===== config.mk =====
export PLATFORM = sky130hd
export DESIGN_NAME = pt_device_end_flat
export DESIGN_NICKNAME = d
export VERILOG_FILES = /design/src/inc/pt_seq_pkg.sv /design/src/inc/pt_link_if.sv /design/src/core/pt_device_end.sv /design/src/flat_wrapper.sv
export SDC_FILE = /design/constraint.sdc
export NUM_CORES = 1
export LEC_CHECK = 0
export BUFFER_PORTS_ARGS = -buffer_cell sky130_fd_sc_hd__buf_2
export CAP_MARGIN = 0
export CORE_MARGIN = 8
export CORE_UTILIZATION = 45
export DETAILED_ROUTE_END_ITERATION = 10
export PLACE_DENSITY = 0.67
export REMOVE_ABC_BUFFERS = 1
export SLEW_MARGIN = 20
export SYNTH_ARGS = -nofsm -noshare
export SYNTH_HDL_FRONTEND = slang
export SYNTH_SLANG_ARGS = --single-unit

===== constraint.sdc =====
create_clock -name clk -period 3.2 [get_ports clk]
set_input_delay 0.16 -clock clk [delete_from_list [all_inputs] [get_ports clk]]
set_output_delay 0.16 -clock clk [all_outputs]
set_load 0.01 [all_outputs]

===== src/inc/pt_seq_pkg.sv =====
package pt_seq_pkg;
    // ------------------------------------------------------------
    // control word and parameter fields
    // ------------------------------------------------------------
    localparam int CW_SETPOINT_BIT = 4;
    localparam int CW_DIR_BIT = 5;
    localparam logic [3:0] METHOD_ABS = 4'h0;
    localparam logic [3:0] METHOD_INC = 4'h1;
    // ------------------------------------------------------------
    // auxiliary function codes
    // ------------------------------------------------------------
    localparam logic [1:0] AUX_ABS_END = 2'h0;
    localparam logic [1:0] AUX_ABS_CHAIN = 2'h1;
    localparam logic [1:0] AUX_INC_END = 2'h2;
    localparam logic [1:0] AUX_INC_CHAIN = 2'h3;
    // ------------------------------------------------------------
    // widths and timing
    // ------------------------------------------------------------
    localparam int POS_W = 32;
    localparam int IDX_W = 8;
    localparam int DWELL_W = 16;
    localparam int CLK_HZ = 20_000_000;
    localparam int MS_PER_S = 1000;
    localparam int DWELL_UNIT_MS = 1;
    localparam int CYC_PER_MS = CLK_HZ / MS_PER_S * DWELL_UNIT_MS;
    localparam int CYC_W = 15;
    localparam logic [IDX_W-1:0] IDX_MAX = 8'hff;
    localparam logic [IDX_W-1:0] IDX_MIN = 8'h01;
    localparam logic [3:0] CW_RESET = 4'h0;

    typedef enum logic [2:0] {
        S_IDLE = 3'b000,
        S_FETCH = 3'b001,
        S_LOAD = 3'b010,
        S_MOVE = 3'b011,
        S_DWELL = 3'b100
    } seq_state_t;
endpackage : pt_seq_pkg


===== src/inc/pt_link_if.sv =====
`timescale 1ns/1ps
interface pt_link_if;
    import pt_seq_pkg::*;
    logic [15:0] control_word;
    logic servo_on;
    logic moving;
    logic busy;
    logic done;
    logic [IDX_W-1:0] cur_index;

    modport device (
        input control_word,
        output servo_on,
        output moving,
        output busy,
        output done,
        output cur_index
    );
    modport master (
        output control_word,
        input servo_on,
        input moving,
        input busy,
        input done,
        input cur_index
    );
endinterface : pt_link_if


===== src/core/pt_device_end.sv =====
`timescale 1ns/1ps
// Behaviour
// - last digit of method: 0 abs, 1 inc
// - abs: set-point rise when stopped starts
// - set-point rise while rotating is ignored
// - inc: direction bit chosen before set-point
// - inc: direction bit on reverses rotation
// - chain consecutive entries while aux continues
// - abs: aux 1 absolute, 3 incremental, chained
// - abs: aux 0 or 2 ends the chain
// - abs: absolute-entry target behind reverses direction
// - inc: travel is sum of entry data
// - inc: aux 1 chains, aux 0 ends
module pt_device_end
    import pt_seq_pkg::*;
(
    input wire logic clk,
    input wire logic rst_n,
    input wire logic clk_en,
    pt_link_if.device link,
    input wire logic [3:0] command_method_parameter,
    input wire logic servo_ready,
    input wire logic [IDX_W-1:0] start_index,
    input wire logic [POS_W-1:0] current_pos,
    input wire logic motion_done,
    output logic [IDX_W-1:0] table_index,
    input wire logic [POS_W-1:0] table_pos,
    input wire logic [DWELL_W-1:0] table_dwell,
    input wire logic [1:0] table_aux,
    output logic move_start,
    output logic [POS_W-1:0] move_target,
    output logic move_reverse,
    output logic [POS_W-1:0] travel_total
);
    seq_state_t state_q, state_d;
    logic [IDX_W-1:0] idx_q, idx_d;
    logic [POS_W-1:0] tgt_q, tgt_d;
    logic [POS_W-1:0] sum_q, sum_d;
    logic rev_q, rev_d;
    logic dir_q, dir_d;
    logic inc_q, inc_d;
    logic go_q, go_d;
    logic last_q, last_d;
    logic done_q, done_d;
    logic [DWELL_W-1:0] dw_q, dw_d;
    logic [DWELL_W-1:0] dwell_q, dwell_d;
    logic [CYC_W-1:0] cyc_q, cyc_d;
    logic sp_q;
    logic sp_rise;
    logic entry_abs;
    logic entry_end;

    assign sp_rise = link.control_word[CW_SETPOINT_BIT] && !sp_q;

    // ------------------------------------------------------------
    // entry decode
    // ------------------------------------------------------------
    always_comb begin
        if (inc_q) begin
            entry_abs = 1'b0;
            entry_end = (table_aux == AUX_ABS_END);
        end else begin
            entry_abs = (table_aux == AUX_ABS_END) ||
                (table_aux == AUX_ABS_CHAIN);
            entry_end = (table_aux == AUX_ABS_END) ||
                (table_aux == AUX_INC_END);
        end
    end

    // ------------------------------------------------------------
    // sequencer
    // ------------------------------------------------------------
    always_comb begin
        state_d = state_q;
        idx_d = idx_q;
        tgt_d = tgt_q;
        sum_d = sum_q;
        rev_d = rev_q;
        dir_d = dir_q;
        inc_d = inc_q;
        go_d = 1'b0;
        last_d = last_q;
        done_d = 1'b0;
        dw_d = dw_q;
        dwell_d = dwell_q;
        cyc_d = cyc_q;
        case (state_q)
            S_IDLE: begin
                // a rise while moving is dropped, not deferred
                if (sp_rise && servo_ready && !motion_done) begin
                    state_d = S_IDLE;
                end else if (sp_rise && servo_ready) begin
                    idx_d = start_index;
                    inc_d = (command_method_parameter == METHOD_INC);
                    dir_d = link.control_word[CW_DIR_BIT];
                    sum_d = '0;
                    state_d = S_FETCH;
                end
            end
            S_FETCH: state_d = S_LOAD;
            S_LOAD: begin
                last_d = entry_end || (idx_q == IDX_MAX);
                dw_d = table_dwell;
                if (entry_abs) begin
                    tgt_d = table_pos;
                    rev_d = $signed(table_pos) < $signed(current_pos);
                end else begin
                    // incremental entries add to the running travel
                    sum_d = sum_q + table_pos;
                    tgt_d = current_pos + table_pos;
                    rev_d = inc_q ? dir_q : 1'b0;
                end
                go_d = 1'b1;
                state_d = S_MOVE;
            end
            S_MOVE: begin
                if (motion_done && !go_q) begin
                    if (last_q) begin
                        done_d = 1'b1;
                        state_d = S_IDLE;
                    end else begin
                        dwell_d = dw_q;
                        cyc_d = '0;
                        state_d = S_DWELL;
                    end
                end
            end
            S_DWELL: begin
                if (dwell_q == '0) begin
                    idx_d = idx_q + IDX_MIN;
                    state_d = S_FETCH;
                end else if (cyc_q == CYC_W'(CYC_PER_MS - 1)) begin
                    cyc_d = '0;
                    dwell_d = dwell_q - 1'b1;
                end else begin
                    cyc_d = cyc_q + 1'b1;
                end
            end
            default: state_d = S_IDLE;
        endcase
    end

    always_ff @(posedge clk) begin
        if (!rst_n) begin
            state_q <= S_IDLE;
            idx_q <= '0;
            tgt_q <= '0;
            sum_q <= '0;
            rev_q <= 1'b0;
            dir_q <= 1'b0;
            inc_q <= 1'b0;
            go_q <= 1'b0;
            last_q <= 1'b0;
            done_q <= 1'b0;
            dw_q <= '0;
            dwell_q <= '0;
            cyc_q <= '0;
            sp_q <= 1'b0;
        end else if (clk_en) begin
            state_q <= state_d;
            idx_q <= idx_d;
            tgt_q <= tgt_d;
            sum_q <= sum_d;
            rev_q <= rev_d;
            dir_q <= dir_d;
            inc_q <= inc_d;
            go_q <= go_d;
            last_q <= last_d;
            done_q <= done_d;
            dw_q <= dw_d;
            dwell_q <= dwell_d;
            cyc_q <= cyc_d;
            sp_q <= link.control_word[CW_SETPOINT_BIT];
        end
    end

    assign table_index = idx_q;
    assign move_start = go_q;
    assign move_target = tgt_q;
    assign move_reverse = rev_q;
    assign travel_total = sum_q;
    assign link.servo_on = servo_ready;
    assign link.moving = !motion_done;
    assign link.busy = (state_q != S_IDLE);
    assign link.done = done_q;
    assign link.cur_index = idx_q;
endmodule : pt_device_end


===== src/flat_wrapper.sv =====
// flat-port wrapper written by rule: the top's interface ports become plain ports
module pt_device_end_flat import pt_seq_pkg::*;
  (clk, rst_n, clk_en, command_method_parameter, servo_ready, start_index, current_pos, motion_done, table_index, table_pos, table_dwell, table_aux, move_start, move_target, move_reverse, travel_total, link_control_word, link_servo_on, link_moving, link_busy, link_done, link_cur_index);
  pt_link_if link_i ();
  input wire logic clk;
  input wire logic rst_n;
  input wire logic clk_en;
  input wire logic [3:0] command_method_parameter;
  input wire logic servo_ready;
  input wire logic [IDX_W-1:0] start_index;
  input wire logic [POS_W-1:0] current_pos;
  input wire logic motion_done;
  output logic [IDX_W-1:0] table_index;
  input wire logic [POS_W-1:0] table_pos;
  input wire logic [DWELL_W-1:0] table_dwell;
  input wire logic [1:0] table_aux;
  output logic move_start;
  output logic [POS_W-1:0] move_target;
  output logic move_reverse;
  output logic [POS_W-1:0] travel_total;
  input wire logic [$bits(link_i.control_word)-1:0] link_control_word;
  output wire logic [$bits(link_i.servo_on)-1:0] link_servo_on;
  output wire logic [$bits(link_i.moving)-1:0] link_moving;
  output wire logic [$bits(link_i.busy)-1:0] link_busy;
  output wire logic [$bits(link_i.done)-1:0] link_done;
  output wire logic [$bits(link_i.cur_index)-1:0] link_cur_index;
  assign link_i.control_word = link_control_word;
  assign link_servo_on = link_i.servo_on;
  assign link_moving = link_i.moving;
  assign link_busy = link_i.busy;
  assign link_done = link_i.done;
  assign link_cur_index = link_i.cur_index;
  pt_device_end u_core (.clk(clk), .rst_n(rst_n), .clk_en(clk_en), .link(link_i), .command_method_parameter(command_method_parameter), .servo_ready(servo_ready), .start_index(start_index), .current_pos(current_pos), .motion_done(motion_done), .table_index(table_index), .table_pos(table_pos), .table_dwell(table_dwell), .table_aux(table_aux), .move_start(move_start), .move_target(move_target), .move_reverse(move_reverse), .travel_total(travel_total));
endmodule

=== Yosys cells after proc, flatten, opt, wreduce, memory -nomap -nowiden ===
Index checks and enable logic that the tools add are counted.

* Reductions and logical operators: 24
* Bitwise operators: 1
* Order comparisons: 1
* $add $sub $neg: 5
* Equality and inequality tests: 18
* Mux-type cells: 33

{| class="wikitable"
|+ Operator list
! operator !! number
|-
| $mux W32 || 4
|-
| $add A32 B32 Y32 || 2
|-
| $mux W16 || 4
|-
| $pmux W32 S2 || 1
|-
| $mux W15 || 4
|-
| $lt A32 B32 Y1 || 1
|-
| $pmux W16 S2 || 1
|-
| $pmux W15 S2 || 1
|-
| $mux W8 || 3
|-
| $logic_not A16 Y1 || 1
|-
| $pmux W8 S2 || 1
|-
| $sub A16 B1 Y16 const B || 1
|-
| $add A15 B1 Y15 const B || 1
|-
| $eq A15 B15 Y1 const B || 1
|-
| $mux W3 || 5
|-
| $pmux W3 S5 || 1
|-
| $reduce_and A5 Y1 || 3
|-
| $add A8 B1 Y8 const B || 1
|-
| $eq A8 B8 Y1 const B || 1
|-
| $mux W1 || 8
|-
| $ne A2 B1 Y1 const B || 4
|-
| $ne A2 B2 Y1 const B || 4
|-
| $reduce_and A4 Y1 || 2
|-
| $eq A3 B2 Y1 const B || 2
|-
| other kinds (16) || 25
|}

* Flip-flop bits (word level): 129
* Input port bits: 115
* Logic and storage cells: 96

=== Depth between registers and ports, before layout ===
Gate-level depths: netlist of the first run.

* Depth after elaboration: 6
* Gate-level depth with buffers: 12

=== Worst setup path before layout of the first run ===
OpenSTA, ideal clock, no wires.

* Kind: input to register
* Start point: in current_pos[9]
* End point: reg u_core.tgt_q[30] (netlist: u_core.move_target[30])
* Buffers on the path: 1
* Data required time: 3.083 ns
* Stages: 11
* Path slack: 0.721 ns
* Arrival time: 2.362 ns
* Cell sequence: inv_1 > ha_1 > buf_6 > or3_4 > a211oi_4 > o31ai_2 > a31oi_1 > o22a_2 > a21oi_2 > or4_1 > a22o_1

* Cells in the longest elaborated chain, start to end: 2

{| class="wikitable"
|+ Ends and longest elaborated chain
! what !! RTL line !! RTL
|-
| start: declaration || flat_wrapper.sv:11 || <nowiki>input wire logic [POS_W-1:0] current_pos;</nowiki>
|-
| $add A32 B32 Y32 || pt_device_end.sv:110 || <nowiki>tgt_d = current_pos + table_pos;</nowiki>
|-
| $mux W32 || pt_device_end.sv:104 || <nowiki>if (entry_abs) begin</nowiki>
|-
| end signal: assignment || pt_device_end.sv:162 || <nowiki>tgt_q <= tgt_d;</nowiki>
|-
| end: declaration || pt_device_end.sv:37 || <nowiki>logic [POS_W-1:0] tgt_q, tgt_d;</nowiki>
|}

Every way passes these cells.
A chain may end at the register's enable or synchronous reset.

=== Worst setup path after layout of the first run ===
* Start point: reg u_core.sum_q[1] (netlist: u_core.travel_total[1])
* End point: reg u_core.sum_q[29] (netlist: u_core.travel_total[29])

* Cells in the longest elaborated chain, start to end: 3

{| class="wikitable"
|+ Ends and longest elaborated chain
! what !! RTL line !! RTL
|-
| start: declaration || pt_device_end.sv:38 || <nowiki>logic [POS_W-1:0] sum_q, sum_d;</nowiki>
|-
| start signal: assignment || pt_device_end.sv:163 || <nowiki>sum_q <= sum_d;</nowiki>
|-
| $add A32 B32 Y32 || pt_device_end.sv:109 || <nowiki>sum_d = sum_q + table_pos;</nowiki>
|-
| $mux W32 || pt_device_end.sv:104 ||
|-
| $pmux W32 S2 || pt_device_end.sv:87 || <nowiki>case (state_q)</nowiki>
|}

Every way passes these cells. The select of a mux whose other input is x is not followed.

==> flow_metrics.env, run 1 <==
export IMPL_status="completed"
export IMPL_cp_end_kind="flop"
export IMPL_p_comb_share_pct=19.9
export IMPL_cts_buffers=17
export IMPL_num_fill_cells=2173
export IMPL_regToRegSetupSlack_ps=410
export IMPL_cts_buffer_depth=2
export IMPL_drc=0
export IMPL_dp_hpwl_um=24100
export IMPL_drtIter0Drc=550
export IMPL_drive_gt1_share_pct=16.5
export IMPL_finalCritPeriodShare_pct=87.3
export IMPL_clock_fmax_mhz=358
export IMPL_grt_usage_pct=22.3
export IMPL_crit_arrival_ps=3170
export IMPL_p_leak_uw=0.00540
export IMPL_cp_endpoint="u_core.travel_total[29]"
export IMPL_rsz0062_at_grt="false"
export IMPL_reg2reg_to="u_core.travel_total[29]"
export IMPL_fin_util_pct=53.8
export IMPL_syn_inst=1378
export IMPL_fin_crit_ps=2790
export IMPL_root_buffer="clkbuf_16"
export IMPL_yosysTopAreaCell="dfxtp_1"
export IMPL_yosysWarnings=0
export IMPL_core_area_sq_um=22500
export IMPL_yosysMostFrequentCell="nand2_1"
export IMPL_cts_num_sinks=129
export IMPL_critPathLaunchType="flop"
export IMPL_ant_nets=0
export IMPL_power_uw=4460
export IMPL_r2r_cells=9
export IMPL_final_setup_viol_count=0
export IMPL_htree_levels=4
export IMPL_report_final_slew_viol_count=0
export IMPL_ys_top_cells_by_count="nand2_1, dfxtp_1, nor2_1"
export IMPL_power_switching_uw=1340
export IMPL_hp_class="input pin to flop"
export IMPL_synthFlopType="dfxtp_1"
export IMPL_avgSynthCellArea_sq_um=7.43
export IMPL_synth_top_area_share_pct=25.2
export IMPL_clk_latency_ps=430
export IMPL_power_internal_uw=3120
export IMPL_antenna_found_initial=1
export IMPL_cp_startpoint="u_core.travel_total[1]"
export IMPL_routed_wl_um=31600
export IMPL_via_per_inst=5.69
export IMPL_vias=10500
export IMPL_ys_seq_area_share_pct=25.2
export IMPL_r2r_start="u_core.travel_total[1]"
export IMPL_sequentialPowerShare_pct=37.0
export IMPL_sw_frac_of_total_pct=30.0
export IMPL_die_w_um=167
export IMPL_io_pins=201
export IMPL_power_density_nw_per_um2=368
export IMPL_area_growth_pct=18.3
export IMPL_tightest_slew_ps=784
export IMPL_maxCapViolCount=0
export IMPL_dr_pass1_iters=5
export IMPL_crit_fanout=4
export IMPL_rows=55
export IMPL_die_height_um=167
export IMPL_ir_drop_mv=0.268
export IMPL_synth_edff_count=0
export IMPL_dieArea_sq_um=27800
export IMPL_async_flop_share_pct=0
export IMPL_skew_ps=12.9
export IMPL_wl_per_cell_um=17.1
export IMPL_grt_max_degree=55
export IMPL_syn_area_sq_um=10200
export IMPL_start_util_pct=45.5
export IMPL_cts_tree="yes"
export IMPL_overflow=0
export IMPL_port_buffers=186
export IMPL_holdWs_ps=13.7
export IMPL_slew_limit_headroom_pct=47.5
export IMPL_gp_congestion=0.923
export IMPL_grt_pass1_vias=10100
export IMPL_final_seq_area_sq_um=2580
export IMPL_cp_required_ps=3580
export IMPL_clk_pin_slew_ps=70
export IMPL_synth_seq_cells=129
export IMPL_synth_area_leaders="dfxtp_1, ha_1, a21oi_1"
export IMPL_nNetsFinal=1761
export IMPL_multi_input_area_sq_um=7020
export IMPL_path_class="flop to flop"
export IMPL_hold_viol=0
export IMPL_p_clk_share_pct=43.1
export IMPL_grt_pass1_wl_um=51200
export IMPL_synth_distinct_cells=74
## power groups by stage
stage | Combinational (uW) | Clock [uW] | Sequential, uW
final | 888 | 1920 | 1650
after global routing | 983 | 2040 | 1650
after CTS | 878 | 1960 | 1650
after detailed placement | 856 | 0 | 1690
after global placement | 852 | 0 | 1680
after floorplan | 548 | 0 | 1690
## sequential cells by signal, summed over array words and instances (netlist names), 3 cells and up
register               flops
u_core.dwell_q            16
u_core.state_q             3
u_core.cyc_q              15
u_core.link.cur_index      8
u_core.move_target        32
u_core.travel_total       32
u_core.dw_q               16
## layer usage
layer | share of wire, % | vias up | global-route usage, % | wire length [um]
met4 | 1.3 | 0 | 5.80 | 425
met5 | 0 | - | 0 | 0
met3 | 6.0 | 25 | 4.66 | 1900
met1 | 45 | 4876 | 28.3 | 14300
met2 | 47 | 332 | 37.8 | 15000
li1 | - | 5265 | - | -
## cell type report
class | count | area share, %
inverters | 84 | 2.60
clock buffers | 22 | 3.92
repair buffers | 224 | 10.4
clock inverters | 10 | 0.816
flip-flops and latches | 129 | 21.3
diodes | 1 | 0.0207
well taps | 285 | 2.95
multi-input cells | 1091 | 58.0
## critical path, cell delays in order, from the launching register on
cell and delay [ps]:
dfxtp_1 380, ha_1 260, a211oi_1 250, nor2_1 130, o31ai_1 410, a31oi_1 230, o2111ai_1 450, o221ai_1 230
mux2_2 310, nor2_1 90
## through the flow
step,cell area (sq um),TNS (ps),std cells,worst slack [ps]
2_1_floorplan,9900,-160,1304,-160
3_3_place_gp,11400,0,1796,236
3_5_place_dp,11400,0,1796,158
4_1_cts,12100,0,1845,308
5_1_grt,12100,0,1846,116
6_report,12100,0,1846,406
## how the worst min path moves through the flow
stage	cells past startpoint	end	start
3_3_place_gp	3	u_core.dw_q[2]	table_dwell[2]
3_5_place_dp	3	u_core.dw_q[1]	table_dwell[1]
6_report	3	u_core.dir_q	link_control_word[5]
5_1_grt	3	u_core.dir_q	link_control_word[5]
2_1_floorplan	2	u_core.move_target[29]	rst_n
4_1_cts	3	u_core.sp_q	link_control_word[4]
## cells by family (layout without fill, tap and decap cells)
logic type               Yosys count  after routing  share of synthesized area [%]
AND/OR/NAND/NOR                  495            495                           23.2
buffers and inverters            158            340                           6.30
adder cells (fa/ha/maj)           99             99                           12.3
XOR/XNOR                          52             52                           4.45
multiplexers                       8              8                          0.807
AO/OA/AOI/OAI                    437            437                           27.8
other                              0              1                              0
flip-flops                       129            129                           25.2
## layout by cell type (no fill, tap or decap), drive strengths merged, types with 9 or more instances in the layout
| cell | n |
|---|---|
| nor3 | 48 |
| o21ai | 105 |
| a21oi | 117 |
| xnor2 | 34 |
| nor2 | 118 |
| o21bai | 13 |
| clkbuf | 22 |
| a21o | 18 |
| dfxtp | 129 |
| a21boi | 34 |
| ha | 97 |
| o31ai | 12 |
| dlygate4sd3 | 17 |
| and2 | 17 |
| buf | 207 |
| and3 | 9 |
| xor2 | 18 |
| nor2b | 46 |
| inv | 87 |
| nand4 | 13 |
| nand2b | 19 |
| a211oi | 17 |
| nand2 | 143 |
| o21a | 12 |
| a31oi | 14 |
| nand3 | 41 |
| or3 | 15 |
| a22oi | 18 |
## repair_timing
action | in CTS | in global routing
buffers inserted | 0 | 0
hold buffers | 17 | 0
endpoints found under the hold margin | 17 | 0
setup endpoints to repair | 0 | 1
resized for setup | 0 | 1
(Power assumes the default switching activity.)
==> run 2, diff against run 1 <==
--- a/config.mk
+++ b/config.mk
@@ -5,12 +5,11 @@
 export SDC_FILE = /design/constraint.sdc
 export NUM_CORES = 1
 export LEC_CHECK = 0
-export BUFFER_PORTS_ARGS = -buffer_cell sky130_fd_sc_hd__buf_2
 export CAP_MARGIN = 0
 export CORE_MARGIN = 8
 export CORE_UTILIZATION = 45
 export DETAILED_ROUTE_END_ITERATION = 10
-export PLACE_DENSITY = 0.67
+export DONT_BUFFER_PORTS = 1
 export REMOVE_ABC_BUFFERS = 1
 export SLEW_MARGIN = 20
 export SYNTH_ARGS = -nofsm -noshare
==> flow_metrics.env, run 2 (synthesized netlist as in run 1, its figures left out) <==
export IMPL_status="completed"
export IMPL_core_area_sq_um=22500
export IMPL_via_per_inst=5.85
export IMPL_setup_tns_ps=0
export IMPL_slew_limit_headroom_pct=52.3
export IMPL_ant_nets=0
export IMPL_cp_end_kind="flop"
export IMPL_drc=0
export IMPL_skew_ps=12.2
export IMPL_dr_pass1_iters=5
export IMPL_critPathTopFamily="compound AO/OA/AOI/OAI gates"
export IMPL_start_util_pct=45.5
export IMPL_nNetsFinal=1598
export IMPL_grt_max_degree=89
export IMPL_port_buffers=0
export IMPL_power_uw=4360
export IMPL_antenna_found_initial=0
export IMPL_die_w_um=167
export IMPL_num_antenna_cells=0
export IMPL_drive_gt1_share_pct=5.23
export IMPL_cp_num_buf_inv=0
export IMPL_hold_depth=4
export IMPL_cts_buffer_depth=2
export IMPL_final_seq_area_sq_um=2580
export IMPL_place_inst=1612
export IMPL_overflow=0
export IMPL_rsz0062_at_grt="false"
export IMPL_cts_num_sinks=129
export IMPL_drtIter0Drc=532
export IMPL_wl_per_cell_um=18.9
export IMPL_top_layer="met4"
export IMPL_crit_fanout=4
export IMPL_final_common_cell="nand2_1"
export IMPL_hp_start="table_pos[25]"
export IMPL_cts_tree="yes"
export IMPL_grt_pass1_vias=9397
export IMPL_crit_path_top_delay_cell="dfxtp_1"
export IMPL_htree_levels=4
export IMPL_hold_path_endpoint="u_core.move_target[25]"
export IMPL_layoutNonFillerInstCount=1681
export IMPL_hold_viol=0
export IMPL_final_setup_viol_count=0
export IMPL_grt_usage_pct=22.5
export IMPL_routed_wl_um=31800
export IMPL_wl_met2_um=14700
export IMPL_dp_hpwl_um=23400
export IMPL_wl_met3_um=2900
export IMPL_r2r_start="u_core.travel_total[1]"
export IMPL_root_buffer="clkbuf_16"
export IMPL_clk_latency_ps=430
export IMPL_fin_crit_ps=2960
export IMPL_holdWs_ps=22.3
export IMPL_num_fill_cells=2230
export IMPL_dieArea_sq_um=27800
export IMPL_report_final_slew_viol_count=0
export IMPL_p_leak_uw=0.00464
export IMPL_post_cts_buffers=0
export IMPL_power_density_nw_per_um2=382
export IMPL_cpPeakStageDelay_ps=460
export IMPL_clk_pin_slew_ps=60
export IMPL_cts_buffers=17
export IMPL_io_pins=201
export IMPL_path_cells="ha_1 -> a211oi_1 -> nor2_1 -> o31ai_1 -> nand2_1 -> o21ai_1 -> a21boi_0 -> or3_1 -> a41o_1"
export IMPL_regToRegSetupSlack_ps=240
export IMPL_tightest_slew_ps=713
export IMPL_grt_pass1_wl_um=50800
export IMPL_reg2reg_to="u_core.travel_total[31]"
export IMPL_finalCritPeriodShare_pct=92.4
export IMPL_hp_class="input pin to flop"
export IMPL_met1Wirelength_um=13700
export IMPL_layout_common_cells="nand2_1, dfxtp_1, nor2_1"
export IMPL_maxCapViolCount=0
export IMPL_clock_fmax_mhz=338
export IMPL_cp_required_ps=3520
export IMPL_area_growth_pct=11.5
export IMPL_path_class="flop to flop"
export IMPL_multi_input_area_sq_um=7020
export IMPL_r2r_cells=9
export IMPL_die_height_um=167
export IMPL_gp_congestion=0.932
export IMPL_ir_drop_mv=0.260
export IMPL_critPathLaunchType="flop"
export IMPL_rows=55
export IMPL_crit_arrival_ps=3280
export IMPL_vias=9839
## run 2: final cells by class
class | instances | share of cell area (%)
clock buffers | 21 | 4.04
clock inverters | 10 | 0.910
inverters | 84 | 2.76
multi-input cells | 1091 | 61.5
flip-flops and latches | 129 | 22.6
well taps | 285 | 3.13
repair buffers | 61 | 5.00
## run 2: routing by layer
| metal | up-vias | track usage, % |
|---|---|---|
| met2 | 316 | 36.9 |
| met4 | 0 | 6.42 |
| met1 | 4561 | 27.5 |
| met3 | 30 | 7.80 |
| li1 | 4932 | - |
| met5 | - | 0 |
## run 2: report_power, final
group | switching [uW] | internal [uW] | total, uW
Clock | 810 | 1120 | 1930
Combinational | 459 | 316 | 775
Sequential | 32.9 | 1630 | 1660
Total | 1300 | 3060 | 4360
## run 2: tightest hold or removal path: cells and delay by family
| family | cells | cell delay (ps) |
|---|---|---|
| compound gates | 1 | 80 |
| simple gates | 3 | 170 |
## run 2: how the worst max path moves through the flow
stage,from,endpoint,cells after the start
final,u_core.travel_total[1],u_core.travel_total[31],9
after global routing,u_core.travel_total[1],u_core.travel_total[31],9
after CTS,u_core.travel_total[1],u_core.travel_total[31],9
after detailed placement,u_core.travel_total[1],u_core.travel_total[31],9
after global placement,u_core.travel_total[1],u_core.travel_total[31],9
after floorplan,u_core.state_q[2],u_core.travel_total[31],8
## run 2: what timing repair did
item	CTS	global route
hold buffers	38	0
setup endpoints to repair	0	1
hold endpoints to repair	96	0
gates resized for setup	0	1
## run 2: per-stage QoR
| step | setup WS [ps] | area (sq um) | utilization, % |
|---|---|---|---|
| global placement | 262 | 10400 | 46.4 |
| finish | 242 | 11400 | 50.7 |
| floorplan | -160 | 9900 | - |
| global route | 6.24 | 11400 | 50.7 |
| detailed placement | 252 | 10400 | 46.4 |
| CTS | 221 | 11400 | 50.7 |
==> run 3, diff against run 2 <==
--- a/config.mk
+++ b/config.mk
@@ -5,13 +5,14 @@
 export SDC_FILE = /design/constraint.sdc
 export NUM_CORES = 1
 export LEC_CHECK = 0
+export ABC_AREA = 1
 export CAP_MARGIN = 0
 export CORE_MARGIN = 8
 export CORE_UTILIZATION = 45
 export DETAILED_ROUTE_END_ITERATION = 10
 export DONT_BUFFER_PORTS = 1
 export REMOVE_ABC_BUFFERS = 1
-export SLEW_MARGIN = 20
+export SLEW_MARGIN = 15
 export SYNTH_ARGS = -nofsm -noshare
 export SYNTH_HDL_FRONTEND = slang
 export SYNTH_SLANG_ARGS = --single-unit
==> flow_metrics.env, run 3 <==
export IMPL_num_fill_cells=2638
export IMPL_critPathLaunchType="flop"
export IMPL_final_seq_area_sq_um=2580
export IMPL_drive_gt1_share_pct=4.06
export IMPL_status="completed"
export IMPL_multi_input_area_sq_um=7320
export IMPL_p_leak_uw=0.00595
export IMPL_syn_inst=1899
export IMPL_start_util_pct=45.3
export IMPL_cp_common_cell="nand2_1"
export IMPL_hold_path_endpoint="u_core.move_target[11]"
export IMPL_muxShareOfSynthArea_pct=0
export IMPL_cpPeakStageDelay_ps=450
export IMPL_synth_seq_cells=129
export IMPL_r2r_start="u_core.travel_total[0]"
export IMPL_power_density_nw_per_um2=470
export IMPL_dr_pass1_iters=6
export IMPL_syn_area_sq_um=11300
export IMPL_rows=58
export IMPL_core_area_sq_um=24900
export IMPL_post_cts_resized=0
export IMPL_synthXorXnorAreaFrac_pct=1.32
export IMPL_report_final_slew_viol_count=0
export IMPL_final_setup_viol_count=0
export IMPL_regToRegSetupSlack_ps=610
export IMPL_fin_util_pct=50.2
export IMPL_wl_per_cell_um=16.6
export IMPL_path_class="flop to flop"
export IMPL_vias=11700
export IMPL_nNetsFinal=2124
export IMPL_synth_top_family_by_area="simple AND/OR/NAND/NOR gates"
export IMPL_ant_nets=0
export IMPL_port_buffers=0
export IMPL_skew_ps=8.93
export IMPL_root_buffer="clkbuf_16"
export IMPL_cts_buffer_depth=2
export IMPL_synth_top_area_share_pct=22.9
export IMPL_layout_common_cells="nand2_1, inv_1, nor2_1"
export IMPL_hp_class="input pin to flop"
export IMPL_hold_depth=4
export IMPL_synthAdderAreaFrac_pct=11.1
export IMPL_final_common_cell="nand2_1"
export IMPL_fin_crit_ps=2590
export IMPL_cts_buffers=17
export IMPL_cp_end_kind="flop"
export IMPL_drtIter0Drc=697
export IMPL_finalCritPeriodShare_pct=81.0
export IMPL_yosysMostFrequentCell="nand2_1"
export IMPL_clock_fmax_mhz=386
export IMPL_die_height_um=174
export IMPL_synth_edff_count=0
export IMPL_antenna_found_initial=0
export IMPL_crit_path_top_delay_cell="dfxtp_1"
export IMPL_wl_met3_um=3380
export IMPL_ys_top_cells_by_count="nand2_1, inv_1, nor2_1"
export IMPL_clk_latency_ps=430
export IMPL_yosysTopAreaCell="dfxtp_1"
export IMPL_rsz0062_at_grt="false"
export IMPL_grt_pass1_vias=11100
export IMPL_routed_wl_um=37400
export IMPL_path_cells="ha_1 -> inv_1 -> fa_1 -> inv_1 -> nand3_1 -> nand2_1 -> nand2_1 -> nand2_1 -> nand3_1 -> nand2_1 -> nand3_1 -> nand2_1 -> nand2_1 -> nand3_1 -> a21oi_1"
export IMPL_die_w_um=174
export IMPL_area_growth_pct=11.0
export IMPL_cp_required_ps=3470
export IMPL_ir_drop_mv=0.304
export IMPL_hp_start="table_pos[11]"
export IMPL_synthSimpleGateAreaFrac_pct=34.4
export IMPL_via_per_inst=5.20
export IMPL_wl_met2_um=16800
export IMPL_reg2reg_to="u_core.travel_total[22]"
export IMPL_io_pins=201
export IMPL_dieArea_sq_um=30400
export IMPL_yosysWarnings=0
export IMPL_synth_area_leaders="dfxtp_1, nand2_1, ha_1"
export IMPL_cts_num_sinks=129
export IMPL_maxCapViolCount=0
export IMPL_drc=0
export IMPL_met1Wirelength_um=16000
export IMPL_grt_usage_pct=24.2
export IMPL_synth_compound_area_share_pct=18.1
export IMPL_tightest_slew_ps=902
export IMPL_clk_pin_slew_ps=70
export IMPL_gp_congestion=0.918
export IMPL_avgSynthCellArea_sq_um=5.93
export IMPL_r2r_cells=15
export IMPL_dp_hpwl_um=28500
export IMPL_crit_arrival_ps=2870
export IMPL_grt_pass1_wl_um=59300
export IMPL_ys_seq_area_share_pct=22.9
export IMPL_async_flop_share_pct=0
export IMPL_setup_tns_ps=0
export IMPL_synth_distinct_cells=44
export IMPL_synthFlopType="dfxtp_1"
export IMPL_power_uw=5870
export IMPL_crit_fanout=4
export IMPL_slew_limit_headroom_pct=39.9
export IMPL_htree_levels=4
export IMPL_top_layer="met4"
export IMPL_hold_viol=0
export IMPL_holdWs_ps=13.8
export IMPL_overflow=0
export IMPL_cts_tree="yes"
export IMPL_grt_max_degree=76
==> run 3: changes by cell type in the layout (fill, tap and decap cells not counted), sizes merged, moves of 16 or more <==
| cell | before | now |
|---|---|---|
| nand3 | 41 | 114 |
| a21boi | 34 | 10 |
| nand2 | 143 | 521 |
| nor3 | 48 | 31 |
| inv | 87 | 283 |
| nor2 | 118 | 227 |
| a21o | 18 | 2 |
| a211oi | 17 | 0 |
| xnor2 | 34 | 1 |
| nand2b | 19 | 0 |
| nor2b | 46 | 0 |
| a21oi | 117 | 198 |
| o21ai | 105 | 137 |
| a22oi | 18 | 1 |
==> run 3: logic make-up (layout without fill, tap and decap cells) <==
kind of cell | count (synthesis) | count (layout)
adder cells (fa/ha/maj) | 99 | 99
XOR/XNOR | 17 | 17
buffers and inverters | 342 | 366
other | 0 | 1
AO/OA/AOI/OAI | 382 | 382
AND/OR/NAND/NOR | 930 | 930
flip-flops | 129 | 129
==> run 3: worst max path at each step <==
stage,endpoint,cells past startpoint,start,slack (ps)
after detailed placement,u_core.travel_total[22],15,u_core.travel_total[0],680
after global routing,u_core.travel_total[22],15,u_core.travel_total[0],380
after floorplan,u_core.travel_total[11],7,u_core.inc_q,470
after global placement,u_core.travel_total[22],15,u_core.travel_total[0],740
final,u_core.travel_total[22],15,u_core.travel_total[0],610
after CTS,u_core.travel_total[22],15,u_core.travel_total[0],630
==> run 3: final cells by class <==
type	count	area share [%]
repair buffers	52	4.04
inverters	282	8.48
diodes	1	0.0200
well taps	330	3.30
flip-flops and latches	129	20.7
clock inverters	10	0.981
multi-input cells	1428	58.6
clock buffers	22	3.95
==> run 3: per-layer routing <==
layer,vias to the layer above,GRT usage [%]
li1,6119,-
met1,5185,28.9
met2,361,39.8
met3,64,7.98
met4,0,8.62
met5,-,0
==> run 3: per-stage QoR <==
stage / instances / setup WS, ps / cell area [sq um]
2_1_floorplan: 1839 / 471 / 11000
3_3_place_gp: 2179 / 737 / 11500
3_5_place_dp: 2179 / 680 / 11500
4_1_cts: 2253 / 632 / 12500
5_1_grt: 2253 / 380 / 12500
6_report: 2254 / 607 / 12500
==> run 3: repair_timing <==
item,CTS,global route
hold buffers,42,0
endpoints found under the hold margin,59,0
buffers inserted,0,0
endpoints found under the setup margin,0,0
==> run 3: worst max-delay path, delay by kind of cell, from the launching register on <==
| kind | cells | cell delay, ps |
|---|---|---|
| AOI/OAI and AO/OA | 1 | 60 |
| adders and majority gates | 2 | 630 |
| buffers and inverters | 2 | 220 |
| DFF | 1 | 450 |
| and+or+nand+nor | 10 | 1080 |
==> run 3: report_power, final <==
part / switching, uW / internal, uW / total, uW
clock: 832 / 1260 / 2090
combinational: 1210 / 608 / 1820
sequential: 209 / 1760 / 1970
